### src/include/charge_pkg.sv
package charge_pkg;
    // state encoding of the charge sequencer
    typedef enum logic [2:0] {
        st_disabled = 3'b000,
        st_trickle  = 3'b001,
        st_fast     = 3'b010,
        st_complete = 3'b011,
        st_fault    = 3'b100
    } charge_state_t;

    // charge timer geometry
    localparam int timer_width = 22;
    localparam int timeout_exp = 22;
    localparam logic [timer_width-1:0] timer_zero = 22'h000000;
    localparam logic [timer_width-1:0] timer_full_last = 22'h3FFFFF;
    // one eighth of the full count, minus one
    localparam logic [timer_width-1:0] timer_trickle_last = 22'h07FFFF;
    localparam int osc_div_width = 16;
    localparam logic [osc_div_width-1:0] osc_div_default = 16'h01F3;
    localparam logic [osc_div_width-1:0] osc_div_zero = 16'h0000;

    // register offsets
    localparam logic [3:0] reg_ctrl = 4'h0;
    localparam logic [3:0] reg_state = 4'h4;
    localparam logic [3:0] reg_irq_status = 4'h8;
    localparam logic [3:0] reg_irq_mask = 4'hC;

    // control register fields
    localparam int ctrl_enable_bit = 0;
    localparam int ctrl_timeout_gate_bit = 1;
    localparam logic [1:0] ctrl_reset_value = 2'h2;

    // interrupt status field positions
    localparam int irq_fault_bit = 0;
    localparam int irq_eoc_bit = 1;
    localparam int irq_recharge_bit = 2;
    localparam int irq_temp_bit = 3;
    localparam int irq_width = 4;
    localparam logic [irq_width-1:0] irq_zero = 4'h0;
endpackage

### src/verilog/charge_timer.sv
`timescale 1ns/100ps
module charge_timer (
    // clock and reset
    input wire logic clock,
    input wire logic reset_n,
    // control
    input wire logic clear,
    input wire logic count_en,
    input wire logic [charge_pkg::osc_div_width-1:0] osc_div,
    // outputs
    output logic osc_tick,
    output logic osc_half,
    output logic [charge_pkg::timer_width-1:0] count
);
    import charge_pkg::*;
    logic [osc_div_width-1:0] div_q;
    logic [timer_width-1:0] count_q;
    wire div_wrap = (div_q >= osc_div);
    wire run_tick = count_en && div_wrap;

    // prescaler models the internal oscillator period
    always_ff @(posedge clock) begin
        if (!reset_n || clear || div_wrap) begin
            div_q <= osc_div_zero;
        end else begin
            div_q <= div_q + 1'b1;
        end
    end

    // timer counts oscillator periods, frozen while paused
    always_ff @(posedge clock) begin
        if (!reset_n || clear) begin
            count_q <= timer_zero;
        end else if (run_tick && count_q != timer_full_last) begin
            count_q <= count_q + 1'b1;
        end
    end

    assign osc_tick = div_wrap;
    assign osc_half = (div_q == (osc_div >> 1)); // mid-period sample point
    assign count = count_q;
endmodule

### src/verilog/charge_cycle_sequencer.sv
// Chosen here: the register addresses and register access over Wishbone.
`timescale 1ns/100ps
module charge_cycle_sequencer
    import charge_pkg::*;
(
    // clock and reset
    input wire logic clock,
    input wire logic reset_n,
    // analog comparator inputs
    input wire logic precond_reached,
    input wire logic eoc_reached,
    input wire logic below_recharge,
    input wire logic temp_in_window,
    // wishbone slave
    input wire logic wb_cyc_i,
    input wire logic wb_stb_i,
    input wire logic wb_we_i,
    input wire logic [3:0] wb_adr_i,
    input wire logic [3:0] wb_sel_i,
    input wire logic [31:0] wb_dat_i,
    output logic [31:0] wb_dat_o,
    output logic wb_ack_o,
    // charger controls
    output logic charge_on,
    output logic trickle_mode,
    // open-drain indications, enable high while pulling low
    output logic status_oe,
    output logic fault_oe,
    output logic status_o,
    output logic fault_o,
    // interrupt
    output logic irq
);
    import charge_pkg::*;

    charge_state_t state_q, state_d;
    logic [1:0] ctrl_q;
    logic enable_prev_q;
    logic [irq_width-1:0] irq_status_q, irq_mask_q;
    logic [31:0] dat_q;
    logic ack_q;
    logic charge_q, trickle_q, status_oe_q, fault_oe_q, irq_q;
    logic done_ind_q, done_pend_q;
    logic [osc_div_width-1:0] osc_div_q;
    logic osc_tick;
    logic osc_half;
    logic [timer_width-1:0] timer_count;

    // bus decode
    wire bus_req = wb_cyc_i && wb_stb_i && !ack_q;
    // writes land at the edge that samples ack high, as the master expects
    wire bus_wr = wb_cyc_i && wb_stb_i && ack_q && wb_we_i && wb_sel_i[0];
    wire wr_ctrl = bus_wr && (wb_adr_i == reg_ctrl);
    wire wr_status = bus_wr && (wb_adr_i == reg_irq_status);
    wire wr_mask = bus_wr && (wb_adr_i == reg_irq_mask);

    // control bits seen by the sequencer
    wire enable = ctrl_q[ctrl_enable_bit];
    wire timeout_gate_input = ctrl_q[ctrl_timeout_gate_bit];
    wire enable_toggled = enable != enable_prev_q;
    wire temp_bad = !temp_in_window;

    // timer limits
    wire trickle_expired = (timer_count >= timer_trickle_last) && osc_tick;
    wire fast_expired = (timer_count == timer_full_last) && osc_tick;
    wire in_charge = (state_q == st_trickle) || (state_q == st_fast)
        || (state_q == st_complete);
    wire timer_run = in_charge && !temp_bad;
    wire enter_trickle = (state_d == st_trickle) && (state_q != st_trickle);
    wire enter_fast = (state_d == st_fast) && (state_q != st_fast);
    wire timer_clear = enter_trickle || enter_fast;

    // next state
    always_comb begin
        state_d = state_q;
        unique case (state_q)
            st_disabled: begin
                if (enable) begin
                    state_d = st_trickle;
                end
            end
            st_trickle: begin
                if (!enable) begin
                    state_d = st_disabled;
                end else if (temp_bad) begin
                    state_d = st_trickle;
                end else if (precond_reached) begin
                    state_d = st_fast;
                end else if (trickle_expired) begin
                    state_d = st_fault;
                end
            end
            st_fast: begin
                if (!enable) begin
                    state_d = st_disabled;
                end else if (temp_bad) begin
                    state_d = st_fast;
                end else if (eoc_reached) begin
                    state_d = st_complete;
                end else if (fast_expired && timeout_gate_input) begin
                    state_d = st_fault;
                end
            end
            st_complete: begin
                if (!enable) begin
                    state_d = st_disabled;
                end
            end
            st_fault: begin
                if (enable_toggled) begin
                    state_d = st_disabled;
                end
            end
            default: state_d = st_disabled;
        endcase
    end

    // state register; reset stands in for power-on
    always_ff @(posedge clock) begin
        if (!reset_n) begin
            state_q <= st_disabled;
        end else begin
            state_q <= state_d;
        end
    end

    // enable history; resets to the enable reset level, so no false toggle
    always_ff @(posedge clock) begin
        if (!reset_n) begin
            enable_prev_q <= 1'b0;
        end else begin
            enable_prev_q <= enable;
        end
    end

    // done and recharge sampled mid-period, shown at the next tick
    wire in_complete = (state_q == st_complete);
    wire done_want = in_complete && !below_recharge;
    always_ff @(posedge clock) begin
        if (!reset_n || !in_complete) begin
            done_pend_q <= 1'b0;
        end else if (osc_half) begin
            done_pend_q <= done_want;
        end
    end

    // half a period from sample to tick gives 0.5 to 1.5 periods of delay
    always_ff @(posedge clock) begin
        if (!reset_n || !in_complete) begin
            done_ind_q <= 1'b0;
        end else if (osc_tick) begin
            done_ind_q <= done_pend_q;
        end
    end
    wire status_rise = in_complete && done_pend_q && osc_tick && !done_ind_q;
    wire recharge_fall = in_complete && done_ind_q && osc_tick && !done_pend_q;

    // next values of the output flops
    wire charge_d = in_charge && !temp_bad;
    wire fault_d = (state_q == st_fault) || (in_charge && temp_bad);
    wire trickle_d = (state_q == st_trickle) && !temp_bad;
    wire status_oe_d = charge_d && !done_ind_q;
    wire irq_d = |(irq_status_q & irq_mask_q);

    // charge current enable
    always_ff @(posedge clock) begin
        if (!reset_n) begin
            charge_q <= 1'b0;
        end else begin
            charge_q <= charge_d;
        end
    end

    // trickle indication, dropped while paused
    always_ff @(posedge clock) begin
        if (!reset_n) begin
            trickle_q <= 1'b0;
        end else begin
            trickle_q <= trickle_d;
        end
    end

    // status pull-down; released while done is shown
    always_ff @(posedge clock) begin
        if (!reset_n) begin
            status_oe_q <= 1'b0;
        end else begin
            status_oe_q <= status_oe_d;
        end
    end

    // fault pull-down
    always_ff @(posedge clock) begin
        if (!reset_n) begin
            fault_oe_q <= 1'b0;
        end else begin
            fault_oe_q <= fault_d;
        end
    end

    // interrupt level, one cycle behind the status word
    always_ff @(posedge clock) begin
        if (!reset_n) begin
            irq_q <= 1'b0;
        end else begin
            irq_q <= irq_d;
        end
    end

    // events
    wire [irq_width-1:0] irq_events = {
        in_charge && temp_bad,
        recharge_fall,
        status_rise,
        (state_d == st_fault) && (state_q != st_fault)
    };
    wire [irq_width-1:0] irq_clear = wr_status ? wb_dat_i[irq_width-1:0] : irq_zero;

    // per-bit next value; a set in the clearing cycle wins
    wire [irq_width-1:0] irq_status_d;
    genvar gi;
    generate
        for (gi = 0; gi < irq_width; gi++) begin : g_irq
            assign irq_status_d[gi] = irq_events[gi] || (irq_status_q[gi] && !irq_clear[gi]);
        end
    endgenerate

    // sticky status word
    always_ff @(posedge clock) begin
        if (!reset_n) begin
            irq_status_q <= irq_zero;
        end else begin
            irq_status_q <= irq_status_d;
        end
    end

    // control word; reset leaves the charger off with the fast timeout armed
    always_ff @(posedge clock) begin
        if (!reset_n) begin
            ctrl_q <= ctrl_reset_value;
        end else if (wr_ctrl) begin
            ctrl_q <= wb_dat_i[ctrl_timeout_gate_bit:ctrl_enable_bit];
        end
    end

    // interrupt mask, same layout as the status word
    always_ff @(posedge clock) begin
        if (!reset_n) begin
            irq_mask_q <= irq_zero;
        end else if (wr_mask) begin
            irq_mask_q <= wb_dat_i[irq_width-1:0];
        end
    end

    // oscillator divider; fixed, not visible to software
    always_ff @(posedge clock) begin
        if (!reset_n) begin
            osc_div_q <= osc_div_default;
        end
    end

    // read mux; unmapped offsets read zero
    wire [31:0] rd_data =
        (wb_adr_i == reg_ctrl) ? {30'h0, ctrl_q} :
        (wb_adr_i == reg_state) ? {28'h0, done_ind_q, state_q} :
        (wb_adr_i == reg_irq_status) ? {28'h0, irq_status_q} :
        (wb_adr_i == reg_irq_mask) ? {28'h0, irq_mask_q} : 32'h0;

    // single wait-free answer, dropped the cycle after
    always_ff @(posedge clock) begin
        if (!reset_n) begin
            ack_q <= 1'b0;
            dat_q <= 32'h0;
        end else begin
            ack_q <= bus_req;
            dat_q <= bus_req ? rd_data : 32'h0;
        end
    end

    charge_timer timer_i (
        .clock(clock),
        .reset_n(reset_n),
        .clear(timer_clear),
        .count_en(timer_run),
        .osc_div(osc_div_q),
        .osc_tick(osc_tick),
        .osc_half(osc_half),
        .count(timer_count)
    );

    assign wb_ack_o = ack_q;
    assign wb_dat_o = dat_q;
    assign charge_on = charge_q;
    assign trickle_mode = trickle_q;
    assign status_oe = status_oe_q;
    assign fault_oe = fault_oe_q;
    assign status_o = 1'b0;
    assign fault_o = 1'b0;
    assign irq = irq_q;
endmodule

### config.mk
export PLATFORM = sky130hd
export DESIGN_NAME = charge_cycle_sequencer
export DESIGN_NICKNAME = d
export VERILOG_FILES = /design/src/include/charge_pkg.sv /design/src/verilog/charge_timer.sv /design/src/verilog/charge_cycle_sequencer.sv
export SDC_FILE = /design/constraint.sdc
export NUM_CORES = 1
export LEC_CHECK = 0
export BUFFER_PORTS_ARGS = -buffer_cell sky130_fd_sc_hd__clkbuf_2
export CORE_MARGIN = 3
export CORE_UTILIZATION = 56
export DETAILED_ROUTE_END_ITERATION = 12
export PLACE_DENSITY = 0.82
export RECOVER_POWER = 100
export REMOVE_ABC_BUFFERS = 1
export SYNTH_ARGS = -nofsm -noshare
export SYNTH_HDL_FRONTEND = slang
export SYNTH_SLANG_ARGS = --single-unit
### constraint.sdc
create_clock -name clock -period 6 [get_ports clock]
set_clock_uncertainty 0.15 [all_clocks]
set_input_delay 0.6 -clock clock [delete_from_list [all_inputs] [get_ports clock]]
set_output_delay 0.6 -clock clock [all_outputs]
set_load 0.02 [all_outputs]
==> results of run 1 <==
## registers in the layout, summed over array words and instances, names as in the netlist, 2 cells and up
signal	flops
wb_dat_o	4
timer_i.count	22
state_q	3
timer_i.div_q	16
irq_mask_q	4
ctrl_q	2
irq_status_q	4
## worst max-delay path, cell delays in order (launching register included)
cell      delay, ps
dfxtp_1         370
ha_1            220
o31ai_1          80
o211ai_1       1170
nand4_1         330
a22o_2          350
a22oi_4         640
nor3_1          110
## worst min path at each step
stage	startpoint	end	cells past startpoint
after global placement	timer_i.div_q[0]	timer_i.div_q[0]	1
after detailed placement	timer_i.div_q[0]	timer_i.div_q[0]	1
after global routing	timer_i.div_q[0]	timer_i.div_q[0]	1
final	timer_i.div_q[0]	timer_i.div_q[0]	1
after floorplan	done_ind_q	status_oe	1
after CTS	timer_i.div_q[0]	timer_i.div_q[0]	1
## report_power, final
| part | internal (µW) | switching, µW |
|---|---|---|
| Sequential | 428 | 0.813 |
| Combinational | 8.61 | 30.9 |
| Clock | 188 | 161 |
## layout make-up
class	instances	area, µm²
Clock buffer	9	124
Clock inverter	6	61.3
Fill cell	446	1890
Inverter	4	15.0
Multi-Input combinational cell	264	1650
Sequential cell	64	1280
Tap cell	70	87.6
Timing Repair Buffer	28	129
## routing by layer
metal / part of all wire, % / track usage, % / up-vias
met5: 0 / 0 / -
met4: 1.1 / 5.57 / 0
met3: 5.3 / 6.73 / 6
met2: 50 / 33.0 / 49
met1: 44 / 21.6 / 1124
li1: - / - / 1186
## stage by stage
step / utilization [%] / hold WS [ps] / power (µW)
2_1_floorplan: - / 301 / 464
3_3_place_gp: 60.9 / 324 / 477
3_5_place_dp: 60.9 / 330 / 477
4_1_cts: 64.4 / 339 / 822
5_1_grt: 63.9 / 362 / 845
6_report: 63.9 / 350 / 817
## cells by family after synthesis
kind of cell / after synthesis
buffers and inverters: 48
xor gates and xnor gates: 29
and+or+nand+nor: 156
AOI/OAI and AO/OA: 26
other: 1
muxes: 13
adders and majority gates: 3
DFF: 64
## cells in the final DEF (no fill, tap or decap), types with 5 or more instances in the layout
master and instances:
nor4_1 10, nand4_1 5, nor3_1 22, nand2_1 20, nor3b_1 7, clkbuf_1 11, nand2b_1 5, nand3_1 11
mux2i_1 9, a22oi_1 5, nor2_1 37, conb_1 37, a21oi_1 7, nor2b_1 14, xnor2_1 27, and3_1 9
dfxtp_1 64, clkbuf_2 16, clkbuf_8 9
==> flow_summary.yaml, run 1 <==
sta:
  tns_ps: 0
  finalHoldViolations: 0
  fmax_mhz: 275
  rsz0062_at_grt: "false"
  slew_headroom_pct: -1.34
  worstMarginPinSlew_ps: 1510
  drv_slew: 18
  setup_viol: 0
  setup_ws_ps: 2370
  layout_min_cycle_time_ps: 3630
  fin_crit_sh_pct: 60.5
cells_and_area:
  final_nets: 423
  antennaDiodeCount: 0
  fin_area_um2: 3350
  syn_to_final_growth_pct: 7.09
  fin_cells: 445
  drive_gt1_share_pct: 11.2
clock_network:
  cts.repair.resized: 0
  ctsLongestPathBuffers: 2
  insertion_delay_ps: 340
  clkTransAtPathRegs_ps: 60
  root_buffer: "clkbuf_8"
  htreeDepth: 3
  ctsHoldBuffers: 0
  cts_made_buffers: 9
  cts_setup_buffers: 0
  cts_tree: "yes"
  clock-sinks: 64
worst_setup_path:
  crit_type: "reg2reg"
  rrSetupSlack_ps: 2370
  cp_max_fo: 31
  reg2reg_to: "timer_i.div_q[5]"
  rr_startpoint: "timer_i.div_q[0]"
  reg2reg_depth: 7
  crit_end: "timer_i.div_q[5]"
  arrival_ps: 3630
  startpoint: "timer_i.div_q[0]"
  cp.required_ps: 6000
  startpoint_type: "flop"
  end_kind: "flop"
outcome:
  status: "finished with violations"
  violations: "max-capacitance violations, max-slew violations"
yosys:
  yosysMostFrequentCell: "dfxtp_1"
  ys_seq_area_share_pct: 41.0
  synth.cell_area_um2: 3120
  synth_adder_area_share_pct: 1.20
  synth-async-reset-ratio_pct: 0
  ys_types: 46
  synth_warnings: 0
  synth_flop_cell: "dfxtp_1"
  ys_seq_elements: 64
  synth_common_cells: "64 x dfxtp_1, 37 x nor2_1, 30 x buf_4"
  synth_xor_xnor_area_share_pct: 8.13
  synth_top_family_by_area: "simple AND/OR/NAND/NOR gates"
  synth_top_area_share_pct: 41.0
  syn_area_per_cell_um2: 9.19
  synth_area_leader_cell: "dfxtp_1"
  synth_edf_count: 0
  synthCells: 340
  synth-simple-area-share_pct: 27.3
  synth_mux_area_share_pct: 5.05
  synth-compound-area-share_pct: 6.89
  synth_area_leaders: "dfxtp_1 41%, xnor2_1 7.6%, buf_4 7.2%"
min_path:
  worstHoldPathType: "reg2reg"
power:
  vdd_drop_max_mv: 0.155
  power.density_nw_per_um2: 244
  power.leakage_uw: 0.00122
global_route:
  antenna_found_initial: 0
  grt_first_pass_wirelength_um: 9600
  grtUsageTotal_pct: 18.9
  grt_pass1_vias: 2225
  grt_max_degree: 32
  grt_overflow: 0
floorplan:
  initial_core_util_pct: 59.7
  std_cell_rows: 26
  die_x_um: 80.7
  core_area_um2: 5240
  die_area_um2: 6510
  io_pins: 89
  die_y_um: 80.7
detailed_routing:
  drt_iter0_drc: 93
  firstDrtPassIters: 4
  drc: 0
  dr_total_vias: 2365
  routedWlPerCell_um: 12.9
  ant_nets: 0
  viasPerCell: 5.31
  routed_wl_um: 5750
place:
  gp_congestion: 0.763
  dp_cells: 430
  dp_slack_ps: 3160
  io_buffers: 27
  placed_area_um2: 3190
  dp.final_hpwl_um: 4020
run:
  cap_viol_max_count: 1
(Power assumes the default switching activity.)
==> run 2, diff against run 1 <==
--- a/config.mk
+++ b/config.mk
@@ -7,9 +7,9 @@
 export LEC_CHECK = 0
 export BUFFER_PORTS_ARGS = -buffer_cell sky130_fd_sc_hd__clkbuf_2
 export CORE_MARGIN = 3
-export CORE_UTILIZATION = 56
+export CORE_UTILIZATION = 47
 export DETAILED_ROUTE_END_ITERATION = 12
-export PLACE_DENSITY = 0.82
+export PLACE_DENSITY = 0.73
 export RECOVER_POWER = 100
 export REMOVE_ABC_BUFFERS = 1
 export SYNTH_ARGS = -nofsm -noshare
==> constraint.sdc (replaced) <==
create_clock -name clock -period 3 [get_ports clock]
set_clock_uncertainty 0.15 [all_clocks]
set_input_delay 0.3 -clock clock [delete_from_list [all_inputs] [get_ports clock]]
set_output_delay 0.3 -clock clock [all_outputs]
set_load 0.02 [all_outputs]
==> flow_summary.yaml, run 2 (same netlist as run 1, synthesis figures left out) <==
power:
  power.density_nw_per_um2: 491
  power.leakage_uw: 0.00123
  vdd_drop_max_mv: 0.423
clock_network:
  clkTransAtPathRegs_ps: 70
  cts_tree: "yes"
  clock-sinks: 64
  insertion_delay_ps: 340
  ctsLongestPathBuffers: 2
  htreeDepth: 3
  cts_setup_buffers: 0
  root_buffer: "clkbuf_8"
  ctsHoldBuffers: 0
  cts.repair.resized: 0
  cts_made_buffers: 9
floorplan:
  std_cell_rows: 29
  core_area_um2: 6390
  initial_core_util_pct: 48.9
  die_x_um: 87.5
  die_y_um: 87.5
  io_pins: 89
  die_area_um2: 7660
cells_and_area:
  final_common_cell: "dfxtp_1"
  final_nets: 426
  largest_reg_flops: 22
  fin_area_um2: 3390
  utilization_pct: 53.2
  syn_to_final_growth_pct: 8.65
  antennaDiodeCount: 0
  final_cell_mix: "64 x dfxtp_1, 37 x nor2_1, 37 x conb_1"
  drive_gt1_share_pct: 11.9
worst_setup_path:
  arrival_ps: 2380
  cp.required_ps: 3050
  crit_path_top_delay_cell: "dfxtp_1"
  cp_max_fo: 31
  end_kind: "flop"
  crit_chain: "ha_1 -> o31ai_1 -> o211ai_4 -> nand4_1 -> a22o_2 -> a22oi_4 -> buf_4 -> nor3_1"
  max_stage_delay_ps: 370
  cp_num_buf_inv: 1
  startpoint_type: "flop"
  crit_type: "reg2reg"
  cp_top_family: "compound AO/OA/AOI/OAI gates"
sta:
  fmax_mhz: 430
  layout_min_cycle_time_ps: 2320
  rsz0062_at_grt: "false"
  tns_ps: 0
  slew_headroom_pct: 55.9
  finalHoldViolations: 0
  setup_viol: 0
  fin_crit_sh_pct: 77.5
  worstMarginPinSlew_ps: 655
  drv_slew: 0
global_route:
  grt_overflow: 0
  grt_pass1_vias: 2200
  grt_max_degree: 32
  antenna_found_initial: 0
  grtUsageTotal_pct: 15.7
  grt_first_pass_wirelength_um: 9560
place:
  gp_congestion: 0.796
  dp.final_hpwl_um: 4120
  placed_area_um2: 3220
  io_buffers: 27
detailed_routing:
  ant_nets: 0
  viasPerCell: 5.14
  firstDrtPassIters: 4
  drc: 0
  routed_wl_um: 5710
  drt_iter0_drc: 117
  routedWlPerCell_um: 12.5
  dr_total_vias: 2343
min_path:
  worstHoldPathType: "in2reg"
run:
  cap_viol_max_count: 0
outcome:
  status: "finished, final reports clean"
run 2: cell types whose count changed in the layout (fill, tap and decap cells not counted):
cell	change
buf_4	+2
clkbuf_1	+1
clkbuf_2	+1
clkbuf_8	+1
clkinv_2	-1
nand4_1	+1
nand4_2	-1
o211ai_1	-1
o211ai_4	+1
run 2: worst reg2reg max path: cells and delay by family, from the launching register on:
kind | cells | cell delay (ps)
AND/OR/NAND/NOR | 2 | 300
buffers and inverters | 1 | 330
adder cells (fa/ha/maj) | 1 | 220
AO/OA/AOI/OAI | 4 | 810
flip-flops | 1 | 370
run 2: layout make-up:
class	count	area [µm²]
multi-input cells	264	1660
clock inverters	5	56.3
flip-flops and latches	64	1280
fillers	586	2990
clock buffers	11	141
repair buffers	31	149
well taps	77	96.3
inverters	4	15.0
run 2: report_power, final:
group | leakage [µW] | switching [µW] | internal [µW]
Clock | 0.0000993 | 325 | 405
Combinational | 0.000616 | 62.2 | 18.3
Sequential | 0.000518 | 1.61 | 855
run 2: final timing paths:
check	startpoint	to	slack, ps	cells after the start
worst min register to register	timer_i.div_q[0]	timer_i.div_q[0]	340	1
worst max-delay path	timer_i.div_q[0]	timer_i.div_q[3]	680	8
worst max register to register	timer_i.div_q[0]	timer_i.div_q[3]	680	8
worst min-delay path	wb_dat_i[1]	ctrl_q[1]	70	3
run 2: through the flow:
stage	hold slack [ps]	std cells	total power, µW	worst slack [ps]
detailed placement	335	440	956	679
floorplan	212	332	929	-86.9
CTS	54.6	456	1690	671
global route	79.1	456	1730	479
global placement	323	440	955	732
finish	65.8	456	1670	676
run 2: layer usage:
| layer | global-route usage (%) | share of wire (%) | routed length (µm) |
|---|---|---|---|
| met3 | 5.17 | 6.7 | 382 |
| met5 | 0 | 0 | 0 |
| met1 | 18.3 | 46 | 2600 |
| met2 | 26.8 | 46 | 2640 |
| met4 | 5.86 | 1.6 | 91 |
